`src/aux_pkg.sv`:
```
// aux_pkg: offsets, field positions and reset values of the auxiliary
// pin block.
// assumes a 32-bit axi4-lite slave with word-aligned registers.
package aux_pkg;

  localparam int AUX_NPINS = 3;
  localparam int AUX_ADDR_W = 12;

  // printed register indexes; byte address is four times the index
  localparam logic [7:0] AUX_CFG2_IDX = 8'h59;
  localparam logic [7:0] AUX_CFG34_IDX = 8'h5a;
  localparam logic [11:0] AUX_CFG2_ADDR = {2'h0, AUX_CFG2_IDX, 2'h0};
  localparam logic [11:0] AUX_CFG34_ADDR = {2'h0, AUX_CFG34_IDX, 2'h0};
  localparam logic [11:0] AUX_STATUS_ADDR = 12'h200;
  localparam logic [11:0] AUX_IRQ_STAT_ADDR = 12'h204;
  localparam logic [11:0] AUX_IRQ_MASK_ADDR = 12'h208;

  // field positions inside one pin's nibble
  localparam int AUX_FLD_DIR = 0;
  localparam int AUX_FLD_POL = 1;
  localparam int AUX_FLD_EDGE = 2;
  localparam int AUX_FLD_OUT = 3;

  // nibble positions: pin 2 in upper half of cfg2, pins 3/4 in cfg34
  localparam int AUX_PIN2_LSB = 4;
  localparam int AUX_PIN3_LSB = 0;
  localparam int AUX_PIN4_LSB = 4;

  // values after power-on; suspend entry reloads the pin configs but not the mask
  localparam logic [3:0] AUX_RST_PIN2 = 4'h0;
  localparam logic [7:0] AUX_RST_CFG34 = 8'h90;
  localparam logic [2:0] AUX_RST_MASK = 3'h0;

  localparam logic [1:0] AUX_RESP_OKAY = 2'h0;
  localparam logic [1:0] AUX_RESP_SLVERR = 2'h2;

endpackage : aux_pkg

```
`src/aux_chan_if.sv`:
```
// aux_chan_if: configuration and status of one auxiliary pin.
// assumes both ends run on the same clock.
`timescale 1ns/100ps
`default_nettype none
interface aux_chan_if;
  logic [3:0] cfg;
  logic rd_clr;
  logic state;
  logic pin_out;
  logic pin_oe;

  modport ctl (output cfg, output rd_clr, input state, input pin_out,
    input pin_oe);
  modport chan (input cfg, input rd_clr, output state, output pin_out,
    output pin_oe);
endinterface : aux_chan_if
`default_nettype wire

```
`src/aux_pin_chan.sv`:
```
// aux_pin_chan: one auxiliary pin: synchroniser, polarity, level or
// latched edge status, output drive.
// assumes pin_raw is asynchronous to aclk.
`timescale 1ns/100ps
`default_nettype none
module aux_pin_chan (
  input wire logic aclk,
  input wire logic aresetn,
  input wire logic pin_raw,
  aux_chan_if.chan ch
);

  logic sync1_reg;
  logic sync2_reg;
  logic latch_reg;
  logic pin_true;

  // two flops before any logic looks at the pin
  always_ff @(posedge aclk) begin
    if (!aresetn) begin
      sync1_reg <= 1'b0;
      sync2_reg <= 1'b0;
    end else begin
      sync1_reg <= pin_raw;
      sync2_reg <= sync1_reg;
    end
  end

  // polarity picks the true level
  assign pin_true = ch.cfg[aux_pkg::AUX_FLD_POL] ? sync2_reg : ~sync2_reg;

  // latch: a true level in the clearing cycle survives the clear
  always_ff @(posedge aclk) begin
    if (!aresetn) begin
      latch_reg <= 1'b0;
    end else if (pin_true) begin
      latch_reg <= 1'b1;
    end else if (ch.rd_clr) begin
      latch_reg <= 1'b0;
    end
  end

  // level or latched report
  assign ch.state = ch.cfg[aux_pkg::AUX_FLD_EDGE] ? latch_reg : pin_true;

  // direction and driven level
  assign ch.pin_oe = ch.cfg[aux_pkg::AUX_FLD_DIR];
  assign ch.pin_out = ch.cfg[aux_pkg::AUX_FLD_OUT];

endmodule : aux_pin_chan
`default_nettype wire

```
`src/aux_pin_config_status.sv`:
```
// aux_pin_config_status: axi4-lite register file and three auxiliary
// pins (2, 3, 4) with status and interrupt.
// assumes pins and usb_suspend are asynchronous; one clock aclk.
//
// The AXI4-Lite register port was decided locally.
`timescale 1ns/100ps
`default_nettype none
module aux_pin_config_status #(
  parameter int ADDR_W = aux_pkg::AUX_ADDR_W
) (
  input wire logic aclk,
  input wire logic aresetn,
  input wire logic [ADDR_W-1:0] s_axi_awaddr,
  input wire logic s_axi_awvalid,
  output logic s_axi_awready,
  input wire logic [31:0] s_axi_wdata,
  input wire logic [3:0] s_axi_wstrb,
  input wire logic s_axi_wvalid,
  output logic s_axi_wready,
  output logic [1:0] s_axi_bresp,
  output logic s_axi_bvalid,
  input wire logic s_axi_bready,
  input wire logic [ADDR_W-1:0] s_axi_araddr,
  input wire logic s_axi_arvalid,
  output logic s_axi_arready,
  output logic [31:0] s_axi_rdata,
  output logic [1:0] s_axi_rresp,
  output logic s_axi_rvalid,
  input wire logic s_axi_rready,
  input wire logic usb_suspend,
  input wire logic [2:0] aux_in,
  output logic [2:0] aux_out,
  output logic [2:0] aux_oe,
  output logic irq
);

  // refused at elaboration: the decode needs all twelve address bits
  if (ADDR_W < aux_pkg::AUX_ADDR_W) begin : g_addr_w_bad
    $error("ADDR_W too small for the register map");
  end

  // config and interrupt state
  logic [3:0] cfg2_reg;
  logic [7:0] cfg34_reg;
  logic [2:0] irq_stat_reg;
  logic [2:0] irq_mask_reg;
  logic [2:0] state_prev_reg;
  logic [2:0] state_now;
  logic [2:0] state_rise;

  // suspend synchroniser and entry detect
  logic susp1_reg;
  logic susp2_reg;
  logic susp3_reg;
  logic susp_enter;

  // write channel
  logic aw_held_reg;
  logic [11:0] awaddr_reg;
  logic w_held_reg;
  logic [31:0] wdata_reg;
  logic wstrb0_reg;
  logic bvalid_reg;
  logic [1:0] bresp_reg;
  logic do_write;

  // read channel
  logic rvalid_reg;
  logic [31:0] rdata_reg;
  logic [1:0] rresp_reg;
  logic rd_take;
  logic [11:0] rd_addr;
  logic status_rd;

  aux_chan_if ch [aux_pkg::AUX_NPINS] ();

  function automatic logic addr_hit(input logic [11:0] a);
    addr_hit = (a == aux_pkg::AUX_CFG2_ADDR) ||
      (a == aux_pkg::AUX_CFG34_ADDR) ||
      (a == aux_pkg::AUX_STATUS_ADDR) ||
      (a == aux_pkg::AUX_IRQ_STAT_ADDR) ||
      (a == aux_pkg::AUX_IRQ_MASK_ADDR);
  endfunction : addr_hit

  function automatic logic [31:0] rd_mux(input logic [11:0] a,
      input logic [3:0] c2, input logic [7:0] c34, input logic [2:0] st,
      input logic [2:0] is, input logic [2:0] im);
    rd_mux = 32'h0;
    unique case (a)
      aux_pkg::AUX_CFG2_ADDR: rd_mux = {24'h0, c2, 4'h0};
      aux_pkg::AUX_CFG34_ADDR: rd_mux = {24'h0, c34};
      aux_pkg::AUX_STATUS_ADDR: rd_mux = {29'h0, st};
      aux_pkg::AUX_IRQ_STAT_ADDR: rd_mux = {29'h0, is};
      aux_pkg::AUX_IRQ_MASK_ADDR: rd_mux = {29'h0, im};
      default: rd_mux = 32'h0;
    endcase
  endfunction : rd_mux

  // pin channels: index 0 is pin 2, 1 is pin 3, 2 is pin 4
  assign ch[0].cfg = cfg2_reg;
  assign ch[1].cfg = cfg34_reg[aux_pkg::AUX_PIN3_LSB +: 4];
  assign ch[2].cfg = cfg34_reg[aux_pkg::AUX_PIN4_LSB +: 4];

  for (genvar i = 0; i < aux_pkg::AUX_NPINS; i++) begin : g_pin
    assign ch[i].rd_clr = status_rd;
    assign state_now[i] = ch[i].state;
    assign aux_out[i] = ch[i].pin_out;
    assign aux_oe[i] = ch[i].pin_oe;
    aux_pin_chan u_chan (
      .aclk(aclk),
      .aresetn(aresetn),
      .pin_raw(aux_in[i]),
      .ch(ch[i])
    );
  end

  // suspend is a pin from the usb core's domain
  always_ff @(posedge aclk) begin
    if (!aresetn) begin
      susp1_reg <= 1'b0;
      susp2_reg <= 1'b0;
      susp3_reg <= 1'b0;
    end else begin
      susp1_reg <= usb_suspend;
      susp2_reg <= susp1_reg;
      susp3_reg <= susp2_reg;
    end
  end

  assign susp_enter = susp2_reg & ~susp3_reg;

  // axi write: address and data taken in either order
  assign s_axi_awready = ~aw_held_reg & ~bvalid_reg;
  assign s_axi_wready = ~w_held_reg & ~bvalid_reg;
  assign do_write = aw_held_reg & w_held_reg & ~bvalid_reg;
  assign s_axi_bvalid = bvalid_reg;
  assign s_axi_bresp = bresp_reg;

  always_ff @(posedge aclk) begin
    if (!aresetn) begin
      aw_held_reg <= 1'b0;
      awaddr_reg <= 12'h0;
    end else if (s_axi_awvalid && s_axi_awready) begin
      aw_held_reg <= 1'b1;
      awaddr_reg <= {s_axi_awaddr[11:2], 2'h0};
    end else if (do_write) begin
      aw_held_reg <= 1'b0;
    end
  end

  always_ff @(posedge aclk) begin
    if (!aresetn) begin
      w_held_reg <= 1'b0;
      wdata_reg <= 32'h0;
      wstrb0_reg <= 1'b0;
    end else if (s_axi_wvalid && s_axi_wready) begin
      w_held_reg <= 1'b1;
      wdata_reg <= s_axi_wdata;
      wstrb0_reg <= s_axi_wstrb[0];
    end else if (do_write) begin
      w_held_reg <= 1'b0;
    end
  end

  always_ff @(posedge aclk) begin
    if (!aresetn) begin
      bvalid_reg <= 1'b0;
      bresp_reg <= aux_pkg::AUX_RESP_OKAY;
    end else if (do_write) begin
      bvalid_reg <= 1'b1;
      bresp_reg <= addr_hit(awaddr_reg) ? aux_pkg::AUX_RESP_OKAY :
        aux_pkg::AUX_RESP_SLVERR;
    end else if (s_axi_bready) begin
      bvalid_reg <= 1'b0;
    end
  end

  // config: suspend entry beats a write in the same cycle
  always_ff @(posedge aclk) begin
    if (!aresetn || susp_enter) begin
      cfg2_reg <= aux_pkg::AUX_RST_PIN2;
      cfg34_reg <= aux_pkg::AUX_RST_CFG34;
    end else if (do_write && wstrb0_reg) begin
      if (awaddr_reg == aux_pkg::AUX_CFG2_ADDR) begin
        cfg2_reg <= wdata_reg[aux_pkg::AUX_PIN2_LSB +: 4];
      end
      if (awaddr_reg == aux_pkg::AUX_CFG34_ADDR) begin
        cfg34_reg <= wdata_reg[7:0];
      end
    end
  end

  // irq: a rising state bit sets a sticky flag; set beats w1c
  assign state_rise = state_now & ~state_prev_reg;

  always_ff @(posedge aclk) begin
    if (!aresetn) begin
      state_prev_reg <= 3'h0;
    end else begin
      state_prev_reg <= state_now;
    end
  end

  always_ff @(posedge aclk) begin
    if (!aresetn) begin
      irq_stat_reg <= 3'h0;
    end else if (do_write && wstrb0_reg &&
        awaddr_reg == aux_pkg::AUX_IRQ_STAT_ADDR) begin
      irq_stat_reg <= (irq_stat_reg & ~wdata_reg[2:0]) | state_rise;
    end else begin
      irq_stat_reg <= irq_stat_reg | state_rise;
    end
  end

  always_ff @(posedge aclk) begin
    if (!aresetn) begin
      irq_mask_reg <= aux_pkg::AUX_RST_MASK;
    end else if (do_write && wstrb0_reg &&
        awaddr_reg == aux_pkg::AUX_IRQ_MASK_ADDR) begin
      irq_mask_reg <= wdata_reg[2:0];
    end
  end

  assign irq = |(irq_stat_reg & irq_mask_reg);

  // axi read: one cycle to data; status read clears latches
  assign s_axi_arready = ~rvalid_reg;
  assign rd_take = s_axi_arvalid & ~rvalid_reg;
  assign rd_addr = {s_axi_araddr[11:2], 2'h0};
  assign status_rd = rd_take & (rd_addr == aux_pkg::AUX_STATUS_ADDR);
  assign s_axi_rvalid = rvalid_reg;
  assign s_axi_rdata = rdata_reg;
  assign s_axi_rresp = rresp_reg;

  always_ff @(posedge aclk) begin
    if (!aresetn) begin
      rvalid_reg <= 1'b0;
      rdata_reg <= 32'h0;
      rresp_reg <= aux_pkg::AUX_RESP_OKAY;
    end else if (rd_take) begin
      rvalid_reg <= 1'b1;
      rdata_reg <= rd_mux(rd_addr, cfg2_reg, cfg34_reg, state_now,
        irq_stat_reg, irq_mask_reg);
      rresp_reg <= addr_hit(rd_addr) ? aux_pkg::AUX_RESP_OKAY :
        aux_pkg::AUX_RESP_SLVERR;
    end else if (s_axi_rready) begin
      rvalid_reg <= 1'b0;
    end
  end

endmodule : aux_pin_config_status
`default_nettype wire

```
`config.mk`:
```
export PLATFORM = sky130hd
export DESIGN_NAME = aux_pin_config_status
export DESIGN_NICKNAME = d
export VERILOG_FILES = /design/src/aux_pkg.sv /design/src/aux_chan_if.sv /design/src/aux_pin_chan.sv /design/src/aux_pin_config_status.sv
export SDC_FILE = /design/constraint.sdc
export NUM_CORES = 1
export LEC_CHECK = 0
export ABC_AREA = 1
export BUFFER_PORTS_ARGS = -buffer_cell sky130_fd_sc_hd__buf_2
export CAP_MARGIN = 25
export CORE_MARGIN = 2
export CORE_UTILIZATION = 55
export CTS_BUF_LIST = sky130_fd_sc_hd__clkbuf_8
export CTS_CLUSTER_SIZE = 20
export DETAILED_ROUTE_END_ITERATION = 16
export PLACE_DENSITY = 0.91
export SETUP_SLACK_MARGIN = 0.3
export SYNTH_ARGS = -nofsm -noshare
export SYNTH_HDL_FRONTEND = slang
export SYNTH_HIERARCHICAL = 1
export SYNTH_SLANG_ARGS = --single-unit
export TNS_END_PERCENT = 10
```
`constraint.sdc`:
```
create_clock -name aclk -period 3.1 [get_ports aclk]
set_clock_uncertainty 0.1 [all_clocks]
set_input_delay 0.465 -clock aclk [delete_from_list [all_inputs] [get_ports aclk]]
set_output_delay 0.465 -clock aclk [all_outputs]
set_load 0.01 [all_outputs]
```
==> flow_summary.json <==
{
  "numCtsBuffers": 9,
  "drc": 0,
  "cp_common_cell": "nand2_1",
  "path_class": "flip-flop to flip-flop",
  "multi_input_area_um2": 1390,
  "cts_max_level": 3,
  "grt-ovfl-total": 0,
  "slew_headroom_pct": 65.1,
  "syn2layout_area_growth_pct": 12.0,
  "grt_setup_unrepaired": "no",
  "nets": 561,
  "holdCritPathClass": "input port to flip-flop",
  "arrival_ps": 1790,
  "final_util_pct": 64.0,
  "insertedDiodeCount": 0,
  "fp.dieH_um": 79.9,
  "postCtsResizedCells": 0,
  "cts_sinks": 66,
  "rows": 27,
  "yosysWarnings": 6,
  "core_um2": 5540,
  "io_buffers": 61,
  "cts_buffer_depth": 2,
  "drive_gt1_share_pct": 21.6,
  "vdd_drop_max_uv": 373,
  "num_io_pins": 119,
  "cp_num_buf_inv": 2,
  "antenna_found_initial": 0,
  "syn-cell-area_um2": 3170,
  "vias": 2823,
  "fin_crit_ps": 1620,
  "final_cell_area_um2": 3550,
  "wirelength_mm": 6.68,
  "ys_seq_area_share_pct": 41.7,
  "start_util_pct": 57.2,
  "setup_viol": 0,
  "ys_ff_latch": 66,
  "fin_tns_setup_ps": 0,
  "clockRootBuffer": "clkbuf_8",
  "leakage_uw": 0.00172,
  "crit_required_ps": 3270,
  "holdBufCountCts": 0,
  "fillerInstances": 472,
  "powerDensity_nw_per_um2": 537,
  "final_common_cell": "nand2_1",
  "dp_hpwl_mm": 4.95,
  "routed_via_density": 4.98,
  "synth_enable_flop_cells": 0,
  "postPlaceCellArea_um2": 3330,
  "postRouteAntennaNets": 0,
  "wl_met3_um": 500,
  "min_period_over_period_pct": 52.2,
  "fp.dieArea_um2": 6390,
  "fmax_mhz": 618,
  "clk_pin_slew_ps": 70,
  "drt-met1-wl_mm": 2.74,
  "largest_reg_flops": 10,
  "cp_cell_sequence": "nand2_1 -> nor2_4 -> nand2_4 -> inv_4 -> nand3_2 -> inv_2 -> nand2_1 -> a21oi_1",
  "synth_cell_types": 31,
  "finalWeightedCongestion": 0.797,
  "grt_pass1_vias": 2611,
  "mostFrequentLayoutCells": "95 x nand2_1, 66 x dfxtp_1, 61 x buf_2",
  "syn_inst": 440,
  "grt_max_degree": 44,
  "synth-main-ff-cell": "dfxtp_1",
  "path_max_fanout": 11,
  "crit_family": "simple AND/OR/NAND/NOR gates",
  "dr_wl_met2_mm": 3.26,
  "post_cts_buffers": 0,
  "slew_violations": 0,
  "first_pass_iters": 6,
  "clock_latency_ps": 340,
  "critPathSlowestCell": "dfxtp_1",
  "hold_viol_final": 0,
  "grtUsageTotal_pct": 21.9,
  "maxCapViolCount": 0,
  "start_kind": "flip-flop",
  "drt_iter0_drc": 175,
  "cp_slowest_stage_delay_ps": 360,
  "status": "complete, no violations",
  "wl_per_cell_um": 11.8,
  "critPathCaptureType": "flip-flop",
  "synth_area_per_cell_um2": 7.20,
  "cts_tree": "done",
  "worst_pin_slew_ps": 523,
  "register_area_um2": 1320,
  "async_flop_share_pct": 0,
  "die_x_um": 79.9,
  "highest_layer": "met4",
  "grt_pass1_wl_mm": 10.8
}
## cells in the mapped netlist (2+ instances only)
library cell	number	area, um^2
o21ai_1	8	40.0
inv_1	51	191
nand4_1	12	75.1
buf_4	38	285
a21oi_2	3	26.3
nor3_4	2	32.5
o21ai_2	5	43.8
nand3_2	3	30.0
nor2_2	3	18.8
o22ai_1	2	12.5
nor2_4	3	33.8
clkbuf_1	4	15.0
a21oi_1	26	130
inv_2	4	15.0
nor2_1	55	206
dfxtp_1	66	1320
buf_2	4	20.0
or2_2	3	18.8
o21ai_0	28	140
nand3_1	15	75.1
nand2_1	95	357
## cell type report
type,count,area share (%)
Sequential cell,66,37.2
Clock buffer,10,3.88
Multi-Input combinational cell,294,39.1
Tap cell,72,2.54
Timing Repair Buffer,62,8.82
Clock inverter,6,2.29
Inverter,57,6.10
## power breakdown
| group | internal, uW | total [uW] | switching [uW] |
|---|---|---|---|
| Sequential | 892 | 924 | 31.3 |
| Clock | 469 | 789 | 320 |
| Combinational | 65.5 | 194 | 129 |
| Total | 1430 | 1910 | 480 |
## kinds of logic after synthesis
kind of cell / Yosys count / synth area share (%)
AOI/OAI and AO/OA: 73 / 12.6
other: 1 / 0.118
DFF: 66 / 41.7
buffers and inverters: 105 / 17.4
and+or+nand+nor: 195 / 28.1
## path summary, 6_finish.rpt
kind                                           startpoint  slack (ps)  cells after the start                        end
worst min-delay path                            aux_in[1]         200                      3  g_pin[1].u_chan/sync1_reg
worst max-delay path                           w_held_reg        1480                      8               cfg34_reg[1]
worst max register to register                 w_held_reg        1480                      8               cfg34_reg[1]
worst min register to register  g_pin[2].u_chan/sync1_reg         320                      2  g_pin[2].u_chan/sync2_reg
## layer usage
layer / GRT usage (%) / up-vias
met2: 39.0 / 123
met1: 23.2 / 1259
li1: - / 1422
met3: 6.56 / 19
met4: 11.4 / 0
met5: 0 / -
## tightest hold or removal path, cell delays in order
cell and delay [ps]:
buf_2 70, nand2_1 40, inv_1 40
## metrics by stage
stage                     hold WS [ps]  std cells  total power (uW)  setup slack (ps)
after floorplan                    290        465              1090              1570
after global routing               191        567              2000              1310
after global placement             304        551              1120              1360
after detailed placement           303        551              1130              1300
final                              198        567              1910              1480
after CTS                          180        567              1920              1480
Power figures use the tool's default switching activity.
